===== config.mk =====
export PLATFORM = sky130hd
export DESIGN_NAME = local_to_vme_map_decoders
export DESIGN_NICKNAME = d
export VERILOG_FILES = /design/src/core/map_dec_pkg.sv /design/src/core/segment_match.sv /design/src/core/local_to_vme_map_decoders.sv
export VERILOG_INCLUDE_DIRS = /design/src /design/src/core
export SDC_FILE = /design/constraint.sdc
export NUM_CORES = 1
export LEC_CHECK = 0
export BUFFER_PORTS_ARGS = -buffer_cell sky130_fd_sc_hd__buf_2
export CAP_MARGIN = 20
export CORE_AREA = 3 3 178 180
export CTS_BUF_LIST = sky130_fd_sc_hd__clkbuf_2 sky130_fd_sc_hd__clkbuf_4 sky130_fd_sc_hd__clkbuf_8
export DETAILED_ROUTE_END_ITERATION = 10
export DIE_AREA = 0 0 181 183
export GPL_TIMING_DRIVEN = 0
export PLACE_DENSITY = 0.87
export SETUP_SLACK_MARGIN = 0.5
export SYNTH_ARGS = -nofsm -noshare
export SYNTH_HDL_FRONTEND = slang
export SYNTH_SLANG_ARGS = --single-unit

===== constraint.sdc =====
create_clock -name mclk -period 12.1 [get_ports mclk]
set_input_delay 1.21 -clock mclk [delete_from_list [all_inputs] [get_ports mclk]]
set_output_delay 1.21 -clock mclk [all_outputs]
set_load 0.005 [all_outputs]

===== src/core/map_dec_consts.svh =====
// Address map, field positions and reset values of the local-to-VME map decoders
`ifndef MAP_DEC_CONSTS_SVH
`define MAP_DEC_CONSTS_SVH

// Register word addresses on the local bus
`define MD_ADDR_SEG1     32'hfff40014
`define MD_ADDR_SEG2     32'hfff40018
`define MD_ADDR_SEG3     32'hfff4001c
`define MD_ADDR_SEG4     32'hfff40020
`define MD_ADDR_XLATE4   32'hfff40024
`define MD_ADDR_ATTR     32'hfff40028
`define MD_ADDR_ENABLE   32'hfff4002c

// Word index into the register array
`define MD_IDX_W         3
`define MD_IDX_XLATE     3'h4
`define MD_IDX_ATTR      3'h5
`define MD_IDX_ENABLE    3'h6
`define MD_IDX_NONE      3'h7
`define MD_NUM_WORDS     6

// Address halves
`define MD_HI_MSB        31
`define MD_HI_LSB        16
`define MD_LO_MSB        15
`define MD_LO_LSB        0

// Attribute byte layout
`define MD_ATTR_W        8
`define MD_ATTR_D16_BIT  7
`define MD_ATTR_WP_BIT   6
`define MD_ATTR_AM_MSB   5
`define MD_ATTR_AM_LSB   0

// Decoder enable bits in the enable control word
`define MD_EN_MSB        19
`define MD_EN_LSB        16
`define MD_NUM_SEG       4

// Reset values
`define MD_RST_WORD      32'h0000_0000
`define MD_RST_EN        4'h0

`endif


===== src/core/map_dec_pkg.sv =====
// Types shared by the local-to-VME map decoder files
package map_dec_pkg;

	typedef logic [15:0] seg_addr_t;
	typedef logic [7:0]  attr_byte_t;

	typedef enum logic [1:0] {
		ST_IDLE,
		ST_VME
	} xfer_state_t;

endpackage


===== src/core/segment_match.sv =====
// Range match of one programmable local-to-VME segment
`timescale 1ns/1ps

module segment_match (
	// Segment programming
	input  wire map_dec_pkg::seg_addr_t seg_start,
	input  wire map_dec_pkg::seg_addr_t seg_end,
	input  wire logic                   seg_enable,
	// Upper half of the local access address
	input  wire map_dec_pkg::seg_addr_t addr_hi,
	// Match result
	output logic                        seg_hit
);

	// 64KB granularity: only the upper 16 address bits are compared
	wire ge_start;
	wire le_end;

	assign ge_start = (addr_hi >= seg_start);
	assign le_end   = (addr_hi <= seg_end);
	assign seg_hit  = seg_enable & ge_start & le_end;

endmodule // segment_match


===== src/core/local_to_vme_map_decoders.sv =====
// Programmable local-bus-to-VMEbus map decoders with their register file
`timescale 1ns/1ps
`include "map_dec_consts.svh"

// Operation
// Segment three start value sits in bits 15:0 at 0xfff4001c, RW, reset zero.
// Segment four end value sits in bits 31:16 at 0xfff40020, RW, reset zero.
// Segment four start value sits in bits 15:0 of that word, RW, reset zero.
// Segment four translation value sits in bits 31:16 at 0xfff40024, reset zero.
// Segment four translation mask sits in bits 15:0 there, reset zero.
// Segment four attribute byte is bits 31:24: width, post, modifier code.
// Segment three attribute byte is bits 23:16: width, post, modifier code.
// Segment two attribute byte is bits 15:8: width, post, modifier code.
// Segment one attribute byte is bits 7:0: width, post, modifier code.
// A VME cycle in a segment drives that segment's six-bit modifier code.
// Writes are posted only when the segment's post bit is one.
// Width bit one gives 16-bit transfers, zero gives 32-bit transfers.
// Software never loads block-transfer modifier codes; the bridge has none.
// Segment four upper address bits come from translation value where mask is set.
// Segments span 64KB steps from 64KB to 4GB via 16-bit bounds.
// A decoder answers only while its enable bit, bits 19:16 at 0xfff4002c, is set.
// An enabled decoder claims addresses within start..end and launches a VME cycle.
module local_to_vme_map_decoders (
	// Clock and reset
	input  wire  logic        mclk,
	input  wire  logic        rst,
	// Register access port
	input  wire  logic        reg_sel,
	input  wire  logic        reg_wr,
	input  wire  logic [31:0] reg_addr,
	input  wire  logic [3:0]  reg_be,
	input  wire  logic [31:0] reg_wdata,
	output logic              reg_ack,
	output logic       [31:0] reg_rdata,
	// Local bus access to be mapped onto VMEbus
	input  wire  logic        acc_req,
	input  wire  logic        acc_write,
	input  wire  logic [31:0] acc_addr,
	input  wire  logic [31:0] acc_wdata,
	output logic              acc_claim,
	output logic              acc_ack,
	output logic       [31:0] acc_rdata,
	// VMEbus master cycle request
	output logic              vme_req,
	output logic              vme_write,
	output logic       [31:0] vme_addr,
	output logic       [5:0]  vme_am,
	output logic              vme_narrow_width_select,
	output logic       [31:0] vme_wdata,
	input  wire  logic        vme_done,
	input  wire  logic [31:0] vme_rdata
);

	// Register word address to array index
	function automatic logic [`MD_IDX_W-1:0] word_index(input logic [31:0] a);
		case (a)
			`MD_ADDR_SEG1:   word_index = `MD_IDX_W'(0);
			`MD_ADDR_SEG2:   word_index = `MD_IDX_W'(1);
			`MD_ADDR_SEG3:   word_index = `MD_IDX_W'(2);
			`MD_ADDR_SEG4:   word_index = `MD_IDX_W'(3);
			`MD_ADDR_XLATE4: word_index = `MD_IDX_XLATE;
			`MD_ADDR_ATTR:   word_index = `MD_IDX_ATTR;
			`MD_ADDR_ENABLE: word_index = `MD_IDX_ENABLE;
			default:         word_index = `MD_IDX_NONE;
		endcase
	endfunction

	// Byte-lane merge of a write into a stored word
	function automatic logic [31:0] lane_merge(input logic [31:0] old_w,
		input logic [31:0] new_w, input logic [3:0] be);
		logic [31:0] m;
		m = old_w;
		for (int b = 0; b < 4; b++) begin
			if (be[b]) begin
				m[b*8 +: 8] = new_w[b*8 +: 8];
			end
		end
		lane_merge = m;
	endfunction

	// Write strobe of one register word
	function automatic logic word_write(input logic wr, input logic [`MD_IDX_W-1:0] idx,
		input logic [`MD_IDX_W-1:0] sel);
		word_write = wr && (idx == sel);
	endfunction

	// Register storage
	logic [31:0] word_ff [`MD_NUM_WORDS];
	logic [31:0] nxt_word [`MD_NUM_WORDS];
	logic [`MD_NUM_SEG-1:0] enable_ff;
	logic [`MD_NUM_SEG-1:0] nxt_enable;
	logic        reg_ack_ff;
	logic [31:0] reg_rdata_ff;
	logic [31:0] nxt_reg_rdata;

	// Register access decode
	wire                  reg_take;
	wire [`MD_IDX_W-1:0]  reg_idx;
	wire                  reg_write;
	wire [31:0]           enable_word;
	wire [31:0]           merged_enable;

	assign reg_take      = reg_sel & ~reg_ack_ff;
	assign reg_idx       = word_index(reg_addr);
	assign reg_write     = reg_take & reg_wr;
	assign enable_word   = {12'h000, enable_ff, 16'h0000};
	assign merged_enable = lane_merge(enable_word, reg_wdata, reg_be);

	// Per-word write with byte enables; all words clear on reset
	generate
		for (genvar w = 0; w < `MD_NUM_WORDS; w++) begin : g_word
			assign nxt_word[w] = word_write(reg_write, reg_idx, `MD_IDX_W'(w)) ?
				lane_merge(word_ff[w], reg_wdata, reg_be) : word_ff[w];
			always_ff @(posedge mclk or posedge rst) begin
				if (rst) begin
					word_ff[w] <= `MD_RST_WORD;
				end else begin
					word_ff[w] <= nxt_word[w];
				end
			end
		end
	endgenerate

	// Only the four enable bits of this word are stored; the rest reads as zero
	assign nxt_enable = word_write(reg_write, reg_idx, `MD_IDX_ENABLE) ?
		merged_enable[`MD_EN_MSB:`MD_EN_LSB] : enable_ff;

	always_ff @(posedge mclk or posedge rst) begin
		if (rst) begin
			enable_ff <= `MD_RST_EN;
		end else begin
			enable_ff <= nxt_enable;
		end
	end

	// Read mux: unmapped addresses and unused bits read as zero
	always_comb begin
		nxt_reg_rdata = reg_rdata_ff;
		if (reg_take && !reg_wr) begin
			if (reg_idx == `MD_IDX_ENABLE) begin
				nxt_reg_rdata = enable_word;
			end else if (reg_idx == `MD_IDX_NONE) begin
				nxt_reg_rdata = `MD_RST_WORD;
			end else begin
				nxt_reg_rdata = word_ff[reg_idx];
			end
		end
	end

	always_ff @(posedge mclk or posedge rst) begin
		if (rst) begin
			reg_ack_ff   <= 1'b0;
			reg_rdata_ff <= `MD_RST_WORD;
		end else begin
			reg_ack_ff   <= reg_take;
			reg_rdata_ff <= nxt_reg_rdata;
		end
	end

	assign reg_ack   = reg_ack_ff;
	assign reg_rdata = reg_rdata_ff;

	// Field views of the programmed segments
	map_dec_pkg::seg_addr_t  seg_start [`MD_NUM_SEG];
	map_dec_pkg::seg_addr_t  seg_end   [`MD_NUM_SEG];
	map_dec_pkg::attr_byte_t seg_attr  [`MD_NUM_SEG];
	logic [`MD_NUM_SEG-1:0]  seg_hit;

	generate
		for (genvar s = 0; s < `MD_NUM_SEG; s++) begin : g_seg
			assign seg_start[s] = word_ff[s][`MD_LO_MSB:`MD_LO_LSB];
			assign seg_end[s]   = word_ff[s][`MD_HI_MSB:`MD_HI_LSB];
			assign seg_attr[s]  =
				word_ff[`MD_IDX_ATTR][s*`MD_ATTR_W +: `MD_ATTR_W];

			segment_match u_match (
				.seg_start  (seg_start[s]),
				.seg_end    (seg_end[s]),
				.seg_enable (enable_ff[s]),
				.addr_hi    (acc_addr[`MD_HI_MSB:`MD_HI_LSB]),
				.seg_hit    (seg_hit[s])
			);
		end
	endgenerate

	// Lowest-numbered segment wins if software lets them overlap
	// Overlap is a programming error; the fixed priority only keeps the choice stable
	logic [1:0] hit_sel;

	always_comb begin
		hit_sel = 2'd0;
		for (int s = `MD_NUM_SEG - 1; s >= 0; s--) begin
			if (seg_hit[s]) begin
				hit_sel = 2'(s);
			end
		end
	end

	wire                     any_hit;
	map_dec_pkg::attr_byte_t hit_attr;
	wire                     hit_post;
	wire                     hit_narrow;
	wire [5:0]               hit_am;
	wire [15:0]              xlate_value;
	wire [15:0]              xlate_mask;
	wire [15:0]              xlate_hi;
	wire [31:0]              hit_addr;
	wire                     hit_seg4;

	assign any_hit    = |seg_hit;
	assign hit_seg4   = (hit_sel == 2'd3);
	assign hit_attr   = seg_attr[hit_sel];
	assign hit_post   = hit_attr[`MD_ATTR_WP_BIT];
	assign hit_narrow = hit_attr[`MD_ATTR_D16_BIT];
	assign hit_am     = hit_attr[`MD_ATTR_AM_MSB:`MD_ATTR_AM_LSB];

	// Segment four address translation on the upper half only
	assign xlate_value = word_ff[`MD_IDX_XLATE][`MD_HI_MSB:`MD_HI_LSB];
	assign xlate_mask  = word_ff[`MD_IDX_XLATE][`MD_LO_MSB:`MD_LO_LSB];
	assign xlate_hi    = (xlate_value & xlate_mask) |
		(acc_addr[`MD_HI_MSB:`MD_HI_LSB] & ~xlate_mask);
	assign hit_addr    = hit_seg4 ?
		{xlate_hi, acc_addr[`MD_LO_MSB:`MD_LO_LSB]} : acc_addr;

	// Transfer sequencer
	map_dec_pkg::xfer_state_t state_ff;
	map_dec_pkg::xfer_state_t nxt_state;
	logic        acc_ack_ff;
	logic        nxt_acc_ack;
	logic        posted_ff;
	logic        nxt_posted;
	logic        vme_write_ff;
	logic [31:0] vme_addr_ff;
	logic [5:0]  vme_am_ff;
	logic        vme_narrow_ff;
	logic [31:0] vme_wdata_ff;
	logic [31:0] acc_rdata_ff;

	wire in_idle;
	wire vme_end;
	wire rd_capture;
	wire launch;
	wire post_now;

	// Sequencer decodes shared by the state logic and the capture registers
	assign in_idle    = (state_ff == map_dec_pkg::ST_IDLE);
	assign vme_end    = (state_ff == map_dec_pkg::ST_VME) & vme_done;
	assign rd_capture = vme_end & ~vme_write_ff;

	// A posted write is acknowledged at launch; later requests wait for idle
	// The ack blocks a relaunch while the requester still holds its request
	assign launch   = in_idle & acc_req & any_hit & ~acc_ack_ff;
	assign post_now = launch & acc_write & hit_post;

	always_comb begin
		nxt_state   = state_ff;
		nxt_acc_ack = 1'b0;
		nxt_posted  = posted_ff;
		case (state_ff)
			map_dec_pkg::ST_IDLE: begin
				if (launch) begin
					nxt_state   = map_dec_pkg::ST_VME;
					nxt_acc_ack = post_now;
					nxt_posted  = post_now;
				end
			end
			map_dec_pkg::ST_VME: begin
				if (vme_done) begin
					nxt_state   = map_dec_pkg::ST_IDLE;
					nxt_acc_ack = ~posted_ff;
					nxt_posted  = 1'b0;
				end
			end
			default: begin
				nxt_state  = map_dec_pkg::ST_IDLE;
				nxt_posted = 1'b0;
			end
		endcase
	end

	always_ff @(posedge mclk or posedge rst) begin
		if (rst) begin
			state_ff   <= map_dec_pkg::ST_IDLE;
			acc_ack_ff <= 1'b0;
			posted_ff  <= 1'b0;
		end else begin
			state_ff   <= nxt_state;
			acc_ack_ff <= nxt_acc_ack;
			posted_ff  <= nxt_posted;
		end
	end

	// Cycle attributes are frozen at launch for the whole VME cycle
	// A posted write cannot report a far-side failure back to the local master
	logic        nxt_vme_write;
	logic [31:0] nxt_vme_addr;
	logic [5:0]  nxt_vme_am;
	logic        nxt_vme_narrow;
	logic [31:0] nxt_vme_wdata;
	logic [31:0] nxt_acc_rdata;

	assign nxt_vme_write  = launch ? acc_write : vme_write_ff;
	assign nxt_vme_addr   = launch ? hit_addr : vme_addr_ff;
	assign nxt_vme_am     = launch ? hit_am : vme_am_ff;
	assign nxt_vme_narrow = launch ? hit_narrow : vme_narrow_ff;
	assign nxt_vme_wdata  = launch ? acc_wdata : vme_wdata_ff;
	assign nxt_acc_rdata  = rd_capture ? vme_rdata : acc_rdata_ff;

	always_ff @(posedge mclk or posedge rst) begin
		if (rst) begin
			vme_write_ff  <= 1'b0;
			vme_addr_ff   <= `MD_RST_WORD;
			vme_am_ff     <= 6'h00;
			vme_narrow_ff <= 1'b0;
			vme_wdata_ff  <= `MD_RST_WORD;
		end else begin
			vme_write_ff  <= nxt_vme_write;
			vme_addr_ff   <= nxt_vme_addr;
			vme_am_ff     <= nxt_vme_am;
			vme_narrow_ff <= nxt_vme_narrow;
			vme_wdata_ff  <= nxt_vme_wdata;
		end
	end

	// Read data returned to the local master when the VME cycle ends
	always_ff @(posedge mclk or posedge rst) begin
		if (rst) begin
			acc_rdata_ff <= `MD_RST_WORD;
		end else begin
			acc_rdata_ff <= nxt_acc_rdata;
		end
	end

	assign acc_claim               = acc_req & any_hit;
	assign acc_ack                 = acc_ack_ff;
	assign acc_rdata               = acc_rdata_ff;
	assign vme_req                 = (state_ff == map_dec_pkg::ST_VME);
	assign vme_write               = vme_write_ff;
	assign vme_addr                = vme_addr_ff;
	assign vme_am                  = vme_am_ff;
	assign vme_narrow_width_select = vme_narrow_ff;
	assign vme_wdata               = vme_wdata_ff;

endmodule // local_to_vme_map_decoders


==> results.md, run 1 <==
- Final min period: 5890 ps
- CTS H-tree depth: 2
- P_leak: roughly 11 nW
- Vias per cell: 6.31
- Routed wire length: just under 60000 um
- Slew HR: 35.2%
- Initial Util: roughly three fifths
- CP arrival: 4680 ps
- Area Overhead vs Synth: 18.5%
- Critical Path Max Stage Delay: 570 ps
- # setup viols final: 0
- Cts repair resizes: 0
- Post-synth ARST share: 100%
- Commonest cells in the netlist: 336 x dfrtp_1, 169 x mux2_2, 153 x inv_1, 128 x ha_1, 122 x a21oi_1
- Min-delay worst type: reg2reg
- WL met1: 21400 um
- Number of max-cap violations: 0
- Vias post-DR: ~16000
- R2R setup slack: 8290 ps
- Hold Crit Start: reg_ack
- Pre-antenna DRT Iters: 6
- Clock Latency Late Sink: 620 ps
- Final std cells w/o fill: 2471
- CTS tree: done
- Mapped cell area: 17900 um2
- # IOs: 311
- Total clock sinks: 336
- Run status: finished, final reports clean
- Routability-driven placement congestion ratio: between 1 and 1.5
- Top cell by count, worst path: buf_2
- Fmax: 0.170 GHz
- Tot GR Track Use: around a third
- Top sig layer: met5
- Crit. End Element: primary output
- Synthesis Warnings: 0
- Clk buf depth: 3
- Die ar.: 33100 um2
- CTS hold repair buffers: 0
- WP data required: 10890 ps
- Top-count cell post-synth: dfrtp_1
- Syn Nets: 1964
- Worst path bufs/invs: 5
- CP Max Fanout: 10
- Synth Area per Inst: 10.7 um2
- Die Span Y: 183 um
- Number of antenna violations at the first check in global routing: 3
- Setup crit start kind: primary input
- Layout cells sized above 1: between 20 and 30%
- Clock-pin slew on the worst setup and hold paths: 60 ps
- Number of global-route vias before repair: 15600
- Library cells used by synthesis: 61
- Nets: 2333
- Die X: 181 um
- Slew Limit Fails: 0
- Largest net degree at the start of global routing: 132
- I/O Buffers: 310
- Reg-to-reg critical path startpoint: seg_start[45]
- Met2 WL: 27800 um
- Sequential share of the synthesized area: 47.1%
- CP max-delay cell: a211oi_1
- Classification of the worst setup path: in2out
- Setup crit start: acc_addr[16]
- Setup Skew: 39.0 ps
- Fin crit share: between 40% and 50%
- DP Wirelength: around 46000 um
- Measured slew at the worst slew-check pin: 948 ps
- Drt first-iter violations: 1731
- Area contributors post-synth: dfrtp_1 47%, mux2_2 11%, ha_1 9.0%
- Pwr/cell area: 113 nW/um2
- Minimum hold slack: ~450 ps
- Yosys top cell area share: between 40% and 50%
- Seq cells post-synth: 336
- Post-CTS setup buffers: 0
- Hold Fails Final Rpt: 0
- Core area: just over 30000 um2
- DR WL met3: 6360 um
- CTS buffer count: 54
- EDFF count, synth: 0
- Cells along the critical path: buf_2 > inv_1 > ha_1 > nand2b_1 > a2111oi_0 > a2111oi_0 > a211oi_1 > a211oi_2 > o41a_1 > buf_2 > clkbuf_1 > buf_2
- Root buffer cell: clkbuf_8
- Setup_tns: 0 ps
- Worst path top cell family by delay: compound AO/OA/AOI/OAI gates
- Inst Count DP: 2374
- RSZ-0062 raised after global routing: no
- Top_reg_cell synth: dfrtp_1
- First-pass GRT wire length: 88500 um
- Syn Inst Count: 1665
- Peak VDD IR: 0.0947 mV
- DRT antenna net count: 0
- Grt ovf: 0
- Row count: 64
- WL/cell: 24.1 um
- Drt drc: 0
- Synth area leader: dfrtp_1
-- worst register-to-register path, stage by stage, from the launching register on --
cell and delay (ps):
dfrtp_1 370, inv_1 60, ha_1 290, a21o_1 160, a21oi_1 140, nor2b_1 70
a2111oi_0 830, a22oi_1 310, clkbuf_1 300, o31ai_1 760, nand2b_1 140, a31o_2 270
-- through the flow --
stage          area, um2  setup slack [ps]  util (%)  power (mW)
2_1_floorplan      17900              1580         -        1.24
3_5_place_dp       20000              6310      65.8        1.34
6_report           21200              6210      69.7        2.38
3_3_place_gp       19900             -1640      65.6        1.32
5_1_grt            21200              6170      69.7        2.46
4_1_cts            21200              6280      69.7        2.39
-- sequential cells by signal, indices dropped and copies added (netlist names), 32 cells and up --
name       flops
seg_start     64
vme_wdata     32
seg_attr      32
word_ff       32
acc_rdata     32
seg_end       64
reg_rdata     32
vme_addr      32
-- logic make-up after synthesis --
kind of cell / synth area share, %
multiplexers: 15.1
XOR/XNOR: 0.0491
buffers and inverters: 5.14
AND/OR/NAND/NOR: 8.46
AO/OA/AOI/OAI: 15.2
adder cells (fa/ha/maj): 8.97
flip-flops: 47.1
-- cell type report --
class                           count  area (um2)
Buffer                             71         344
Multi-Input combinational cell   1105        8530
Inverter                          153         582
Fill cell                        2247        9180
Sequential cell                   336        8410
Tap cell                          396         495
Antenna cell                        2        5.00
Clock buffer                       80        1040
Timing Repair Buffer              313        1610
Clock inverter                     15         145
-- path summary, 6_finish.rpt --
check                                end  cells past startpoint
max                            acc_claim                     12
min                              reg_ack                      1
max reg2reg                    vme_am[1]                     11
min in group asynchronous  acc_rdata[24]                      2
max in group asynchronous  seg_start[17]                      3
min reg2reg                      reg_ack                      1
-- routing by layer --
layer | track usage, % | vias to the layer above
li1 | - | 6808
met1 | 42.2 | 7576
met2 | 57.5 | 953
met3 | 8.37 | 248
met4 | 18.4 | 2
met5 | 0 | -
-- cells in the final DEF, fill, tap and decap left out, types with 6 or more instances in the layout --
cell / synthesis / final
o22ai_1: 30 / 30
inv_1: 153 / 152
a21boi_0: 7 / 7
o21ai_2: 10 / 10
a211oi_1: 6 / 6
o21ai_0: 85 / 85
ha_1: 128 / 128
a21o_1: 15 / 15
a22oi_1: 6 / 6
nor3_1: 15 / 15
clkbuf_8: 0 / 71
a31oi_1: 19 / 19
o21a_1: 8 / 8
clkbuf_1: 50 / 50
buf_6: 9 / 9
mux2_2: 169 / 169
buf_2: 2 / 313
clkinv_2: 0 / 10
dfrtp_1: 336 / 336
a21oi_1: 122 / 122
clkbuf_4: 0 / 9
mux2_1: 46 / 46
nand2b_1: 16 / 16
mux2i_1: 27 / 27
nand2_1: 117 / 117
nand3_1: 28 / 28
a31o_2: 7 / 7
a221oi_1: 34 / 34
nor4_1: 6 / 6
nand4_1: 28 / 28
o31ai_1: 12 / 12
buf_1: 8 / 8
a22o_1: 32 / 32
nor2_1: 70 / 70
o221ai_1: 7 / 7
-- power breakdown --
part           leakage (nW)  switching, mW  internal [mW]
clock                 0.632          0.468          0.597
sequential             4.34        0.00463           1.13
combinational          5.96          0.117         0.0649
total                  10.9          0.590           1.79
No activity file was read; power rests on OpenSTA's default activity.
==> inputs of run 2 (changes only) <==
Settings changed: ABC_AREA set to 1, CORE_AREA 3 3 178 180 to 3 3 195 197, DIE_AREA 0 0 181 183 to 0 0 198 200, PLACE_DENSITY 0.87 to 0.82.
Clock period 12.1 ns to 4.9 ns, I/O delays scaled along.
==> results.md, run 2 <==
- Layout cells sized above 1: 22.0% (-7.8 points)
- Mapped cell area: 19100 um2 (+7.2%)
- Nets: 3102 (+33%)
- CP Max Fanout: 10 (unchanged)
- Hold Fails Final Rpt: 0 (unchanged)
- Multi-input gate area in the final layout: 9110 um2 (+6.8%)
- WL/cell: 18.8 um (-22%)
- Commonest non-fill, non-tap cell in the layout: nand2_1
- Slew Limit Fails: 0 (unchanged)
- Die X: 198 um (+9.4%)
- CTS H-tree depth: 2 (unchanged)
- Drt first-iter violations: 1719 (-0.69%)
- Root buffer cell: clkbuf_8
- Slew HR: 26.6% (-8.6 points)
- I/O Buffers: 309 (-0.32%)
- DRT antenna net count: 0 (unchanged)
- Post-synth ARST share: 100% (unchanged)
- CP max-delay cell: nor4_1
- Tot GR Track Use: 31.0% (-3.6 points)
- EDFF count, synth: 0 (unchanged)
- Pre-antenna DRT Iters: 6 (unchanged)
- Classification of the worst setup path: reg2out
- Vias post-DR: 18200 (+17%)
- Core area: 36400 um2 (+20%)
- Initial Util: 52.5% (-6.3 points)
- P_leak: 12.4 nW (+13%)
- Final min period: 4100 ps
- Number of antenna violations at the first check in global routing: 0 (-3)
- Top_reg_cell synth: dfrtp_1
- Post-CTS setup buffers: 0 (unchanged)
- Grt ovf: 0 (unchanged)
- Die ar.: 39600 um2 (+20%)
- Seq cells post-synth: 336 (unchanged)
- R2R setup slack: 1130 ps (-7160 ps)
- DP Wirelength: 48200 um (+5.5%)
- Clock-pin slew on the worst setup and hold paths: 60 ps (about the same)
- Worst path top cell family by delay: simple AND/OR/NAND/NOR gates
- Commonest cells after routing, fill and taps aside: 866 x nand2_1, 339 x buf_2, 336 x dfrtp_1
- WP data required: 4410 ps (-6480 ps)
- Top-count cell post-synth: nand2_1
- First-pass GRT wire length: 95700 um (+8.1%)
- Worst path depth: 11 (-1)
- CP arrival: 3610 ps (-1070 ps)
- # fillers: 3133 (+39%)
- Run status: finished, final reports clean
- Setup crit start kind: flip-flop
- Total clock sinks: 336 (unchanged)
- Syn Inst Count: 2416 (+45%)
- Register area: 8410 um2 (unchanged)
- Setup Skew: 40.1 ps (+1.11 ps)
- Routed wire length: 62400 um (+4.9%)
- CTS tree: done
- Reg-to-reg critical path startpoint: seg_start[63]
- Antenna diode instance count: 0 (-2)
- Synth Area per Inst: 7.92 um2 (-26%)
- Largest net degree at the start of global routing: 44 (-67%)
- Drt drc: 0 (unchanged)
- Fin crit share: 83.6%
- # IOs: 311 (unchanged)
- Util after Layout: 62.9% (-6.9 points)
- Setup crit start: seg_start[63]
- Worst r2r path cells: 13 (+2)
- Pwr/cell area: 269 nW/um2 (+140%)
- Number of max-cap violations: 0 (unchanged)
- Minimum hold slack: 42.5 ps (-410 ps)
- Crit. End Element: primary output
- # setup viols final: 0 (unchanged)
- Fmax: 0.244 GHz
- Synthesis Warnings: 0 (unchanged)
- Vias per cell: 5.49 (-13%)
- Sequential share of the synthesized area: 43.9% (-3.2 points)
- Area contributors post-synth: dfrtp_1 44%, nand2_1 17%, ha_1 8.4%
- Die Span Y: 200 um (+9.3%)
- Yosys top cell area share: 43.9% (-3.2 points)
- Commonest cells in the netlist: 866 x nand2_1, 336 x dfrtp_1, 285 x inv_1, 180 x nand3_1, 128 x ha_1
- Cells along the critical path: inv_1 > ha_1 > nand2_1 > nor4_1 > nand3_1 > nand3_1 > nand3_2 > nand2_1 > inv_1 > a21oi_1 > buf_2
- Synth area leader: dfrtp_1
- Measured slew at the worst slew-check pin: 1090 ps (+143 ps)
- Peak VDD IR: 0.229 mV (+140%)
- Routability-driven placement congestion ratio: 1.00 (-2.8%)
- Clk buf depth: 3 (unchanged)
- Number of global-route vias before repair: 18000 (+15%)
- Clock Latency Late Sink: 680 ps (+60 ps)
- Library cells used by synthesis: 37 (-39%)
- Reg2Reg Capture Point: vme_addr[19]
- Critical Path Max Stage Delay: 940 ps (+370 ps)
- Min-delay worst type: in2reg
- Crit path to: acc_claim
- Syn Nets: 2715 (+38%)
- Worst path bufs/invs: 3 (-2)
- RSZ-0062 raised after global routing: no
- CTS buffer count: 57 (+5.6%)
- Area Overhead vs Synth: 19.6%
- Row count: 70 (+9.4%)
[run 2: cell count changes after synthesis, sizes merged, moves of 32 or more]
cell    delta
a21oi     -60
inv      +136
mux2     -183
a22o      -32
buf       +41
o21ai    +141
nand2    +774
a221oi    -34
nand3    +154
[run 2: repair_timing]
item	4_1_cts	5_1_grt
hold endpoints to repair	22	0
resized for setup	0	0
hold buffers	10	0
[run 2: per-layer routing]
| metal | share of wire (%) | track usage, % |
|---|---|---|
| met5 | 0 | 0 |
| met3 | 8.7 | 5.96 |
| met2 | 46 | 50.1 |
| met1 | 40 | 39.9 |
| met4 | 5.4 | 16.8 |
[run 2: power by group]
part	leakage [nW]	switching, mW	internal [mW]
Clock	0.703	1.23	1.71
Combinational	6.98	0.287	0.148
Sequential	4.69	0.00343	2.78
Total	12.4	1.52	4.64
[run 2: worst register-to-register path, delay by kind of cell (launching register included)]
family	cells	cell delay, ps
and+or+nand+nor	9	2280
AOI/OAI and AO/OA	1	200
buffers and inverters	2	570
DFF	1	340
adders and majority gates	1	290
[run 2: logic make-up (layout without fill, tap and decap cells)]
| logic type | after synthesis | in the layout | share of synthesized area (%) |
|---|---|---|---|
| AND/OR/NAND/NOR | 1218 | 1218 | 27.0 |
| buffers and inverters | 381 | 814 | 8.50 |
| flip-flops | 336 | 336 | 43.9 |
| AO/OA/AOI/OAI | 306 | 306 | 9.51 |
| adder cells (fa/ha/maj) | 128 | 128 | 8.37 |
| multiplexers | 47 | 47 | 2.67 |
[run 2: worst min path at each step]
| stage | end | from | cells after the start | slack, ps |
|---|---|---|---|---|
| after global placement | reg_ack | reg_ack | 1 | 430 |
| after floorplan | reg_ack | reg_ack | 1 | 450 |
| after CTS | vme_wdata[27] | acc_wdata[27] | 3 | 0.1 |
| after detailed placement | reg_ack | reg_ack | 1 | 450 |
| after global routing | vme_wdata[1] | acc_wdata[1] | 3 | 10 |
| final | vme_addr[7] | acc_addr[7] | 3 | 40 |
[run 2: area by class of cell]
cell class | count | area share (%)
multi-input cells | 1699 | 39.8
flip-flops and latches | 336 | 36.7
inverters | 291 | 4.80
repair buffers | 328 | 7.98
clock inverters | 17 | 1.07
clock buffers | 88 | 4.80
plain buffers | 90 | 2.33
well taps | 468 | 2.56
[run 2: per-stage QoR]
| step | power [mW] | setup TNS [ps] | instances | setup WS, ps | instance area [um2] |
|---|---|---|---|---|---|
| after floorplan | 3.04 | -27080 | 2416 | -80.6 | 19100 |
| after global placement | 3.23 | -626630 | 3193 | -1890 | 21300 |
| after detailed placement | 3.26 | 0 | 3202 | 952 | 21500 |
| after CTS | 6.20 | 0 | 3317 | 852 | 22900 |
| after global routing | 6.37 | 0 | 3317 | 671 | 22900 |
| final | 6.16 | 0 | 3317 | 802 | 22900 |
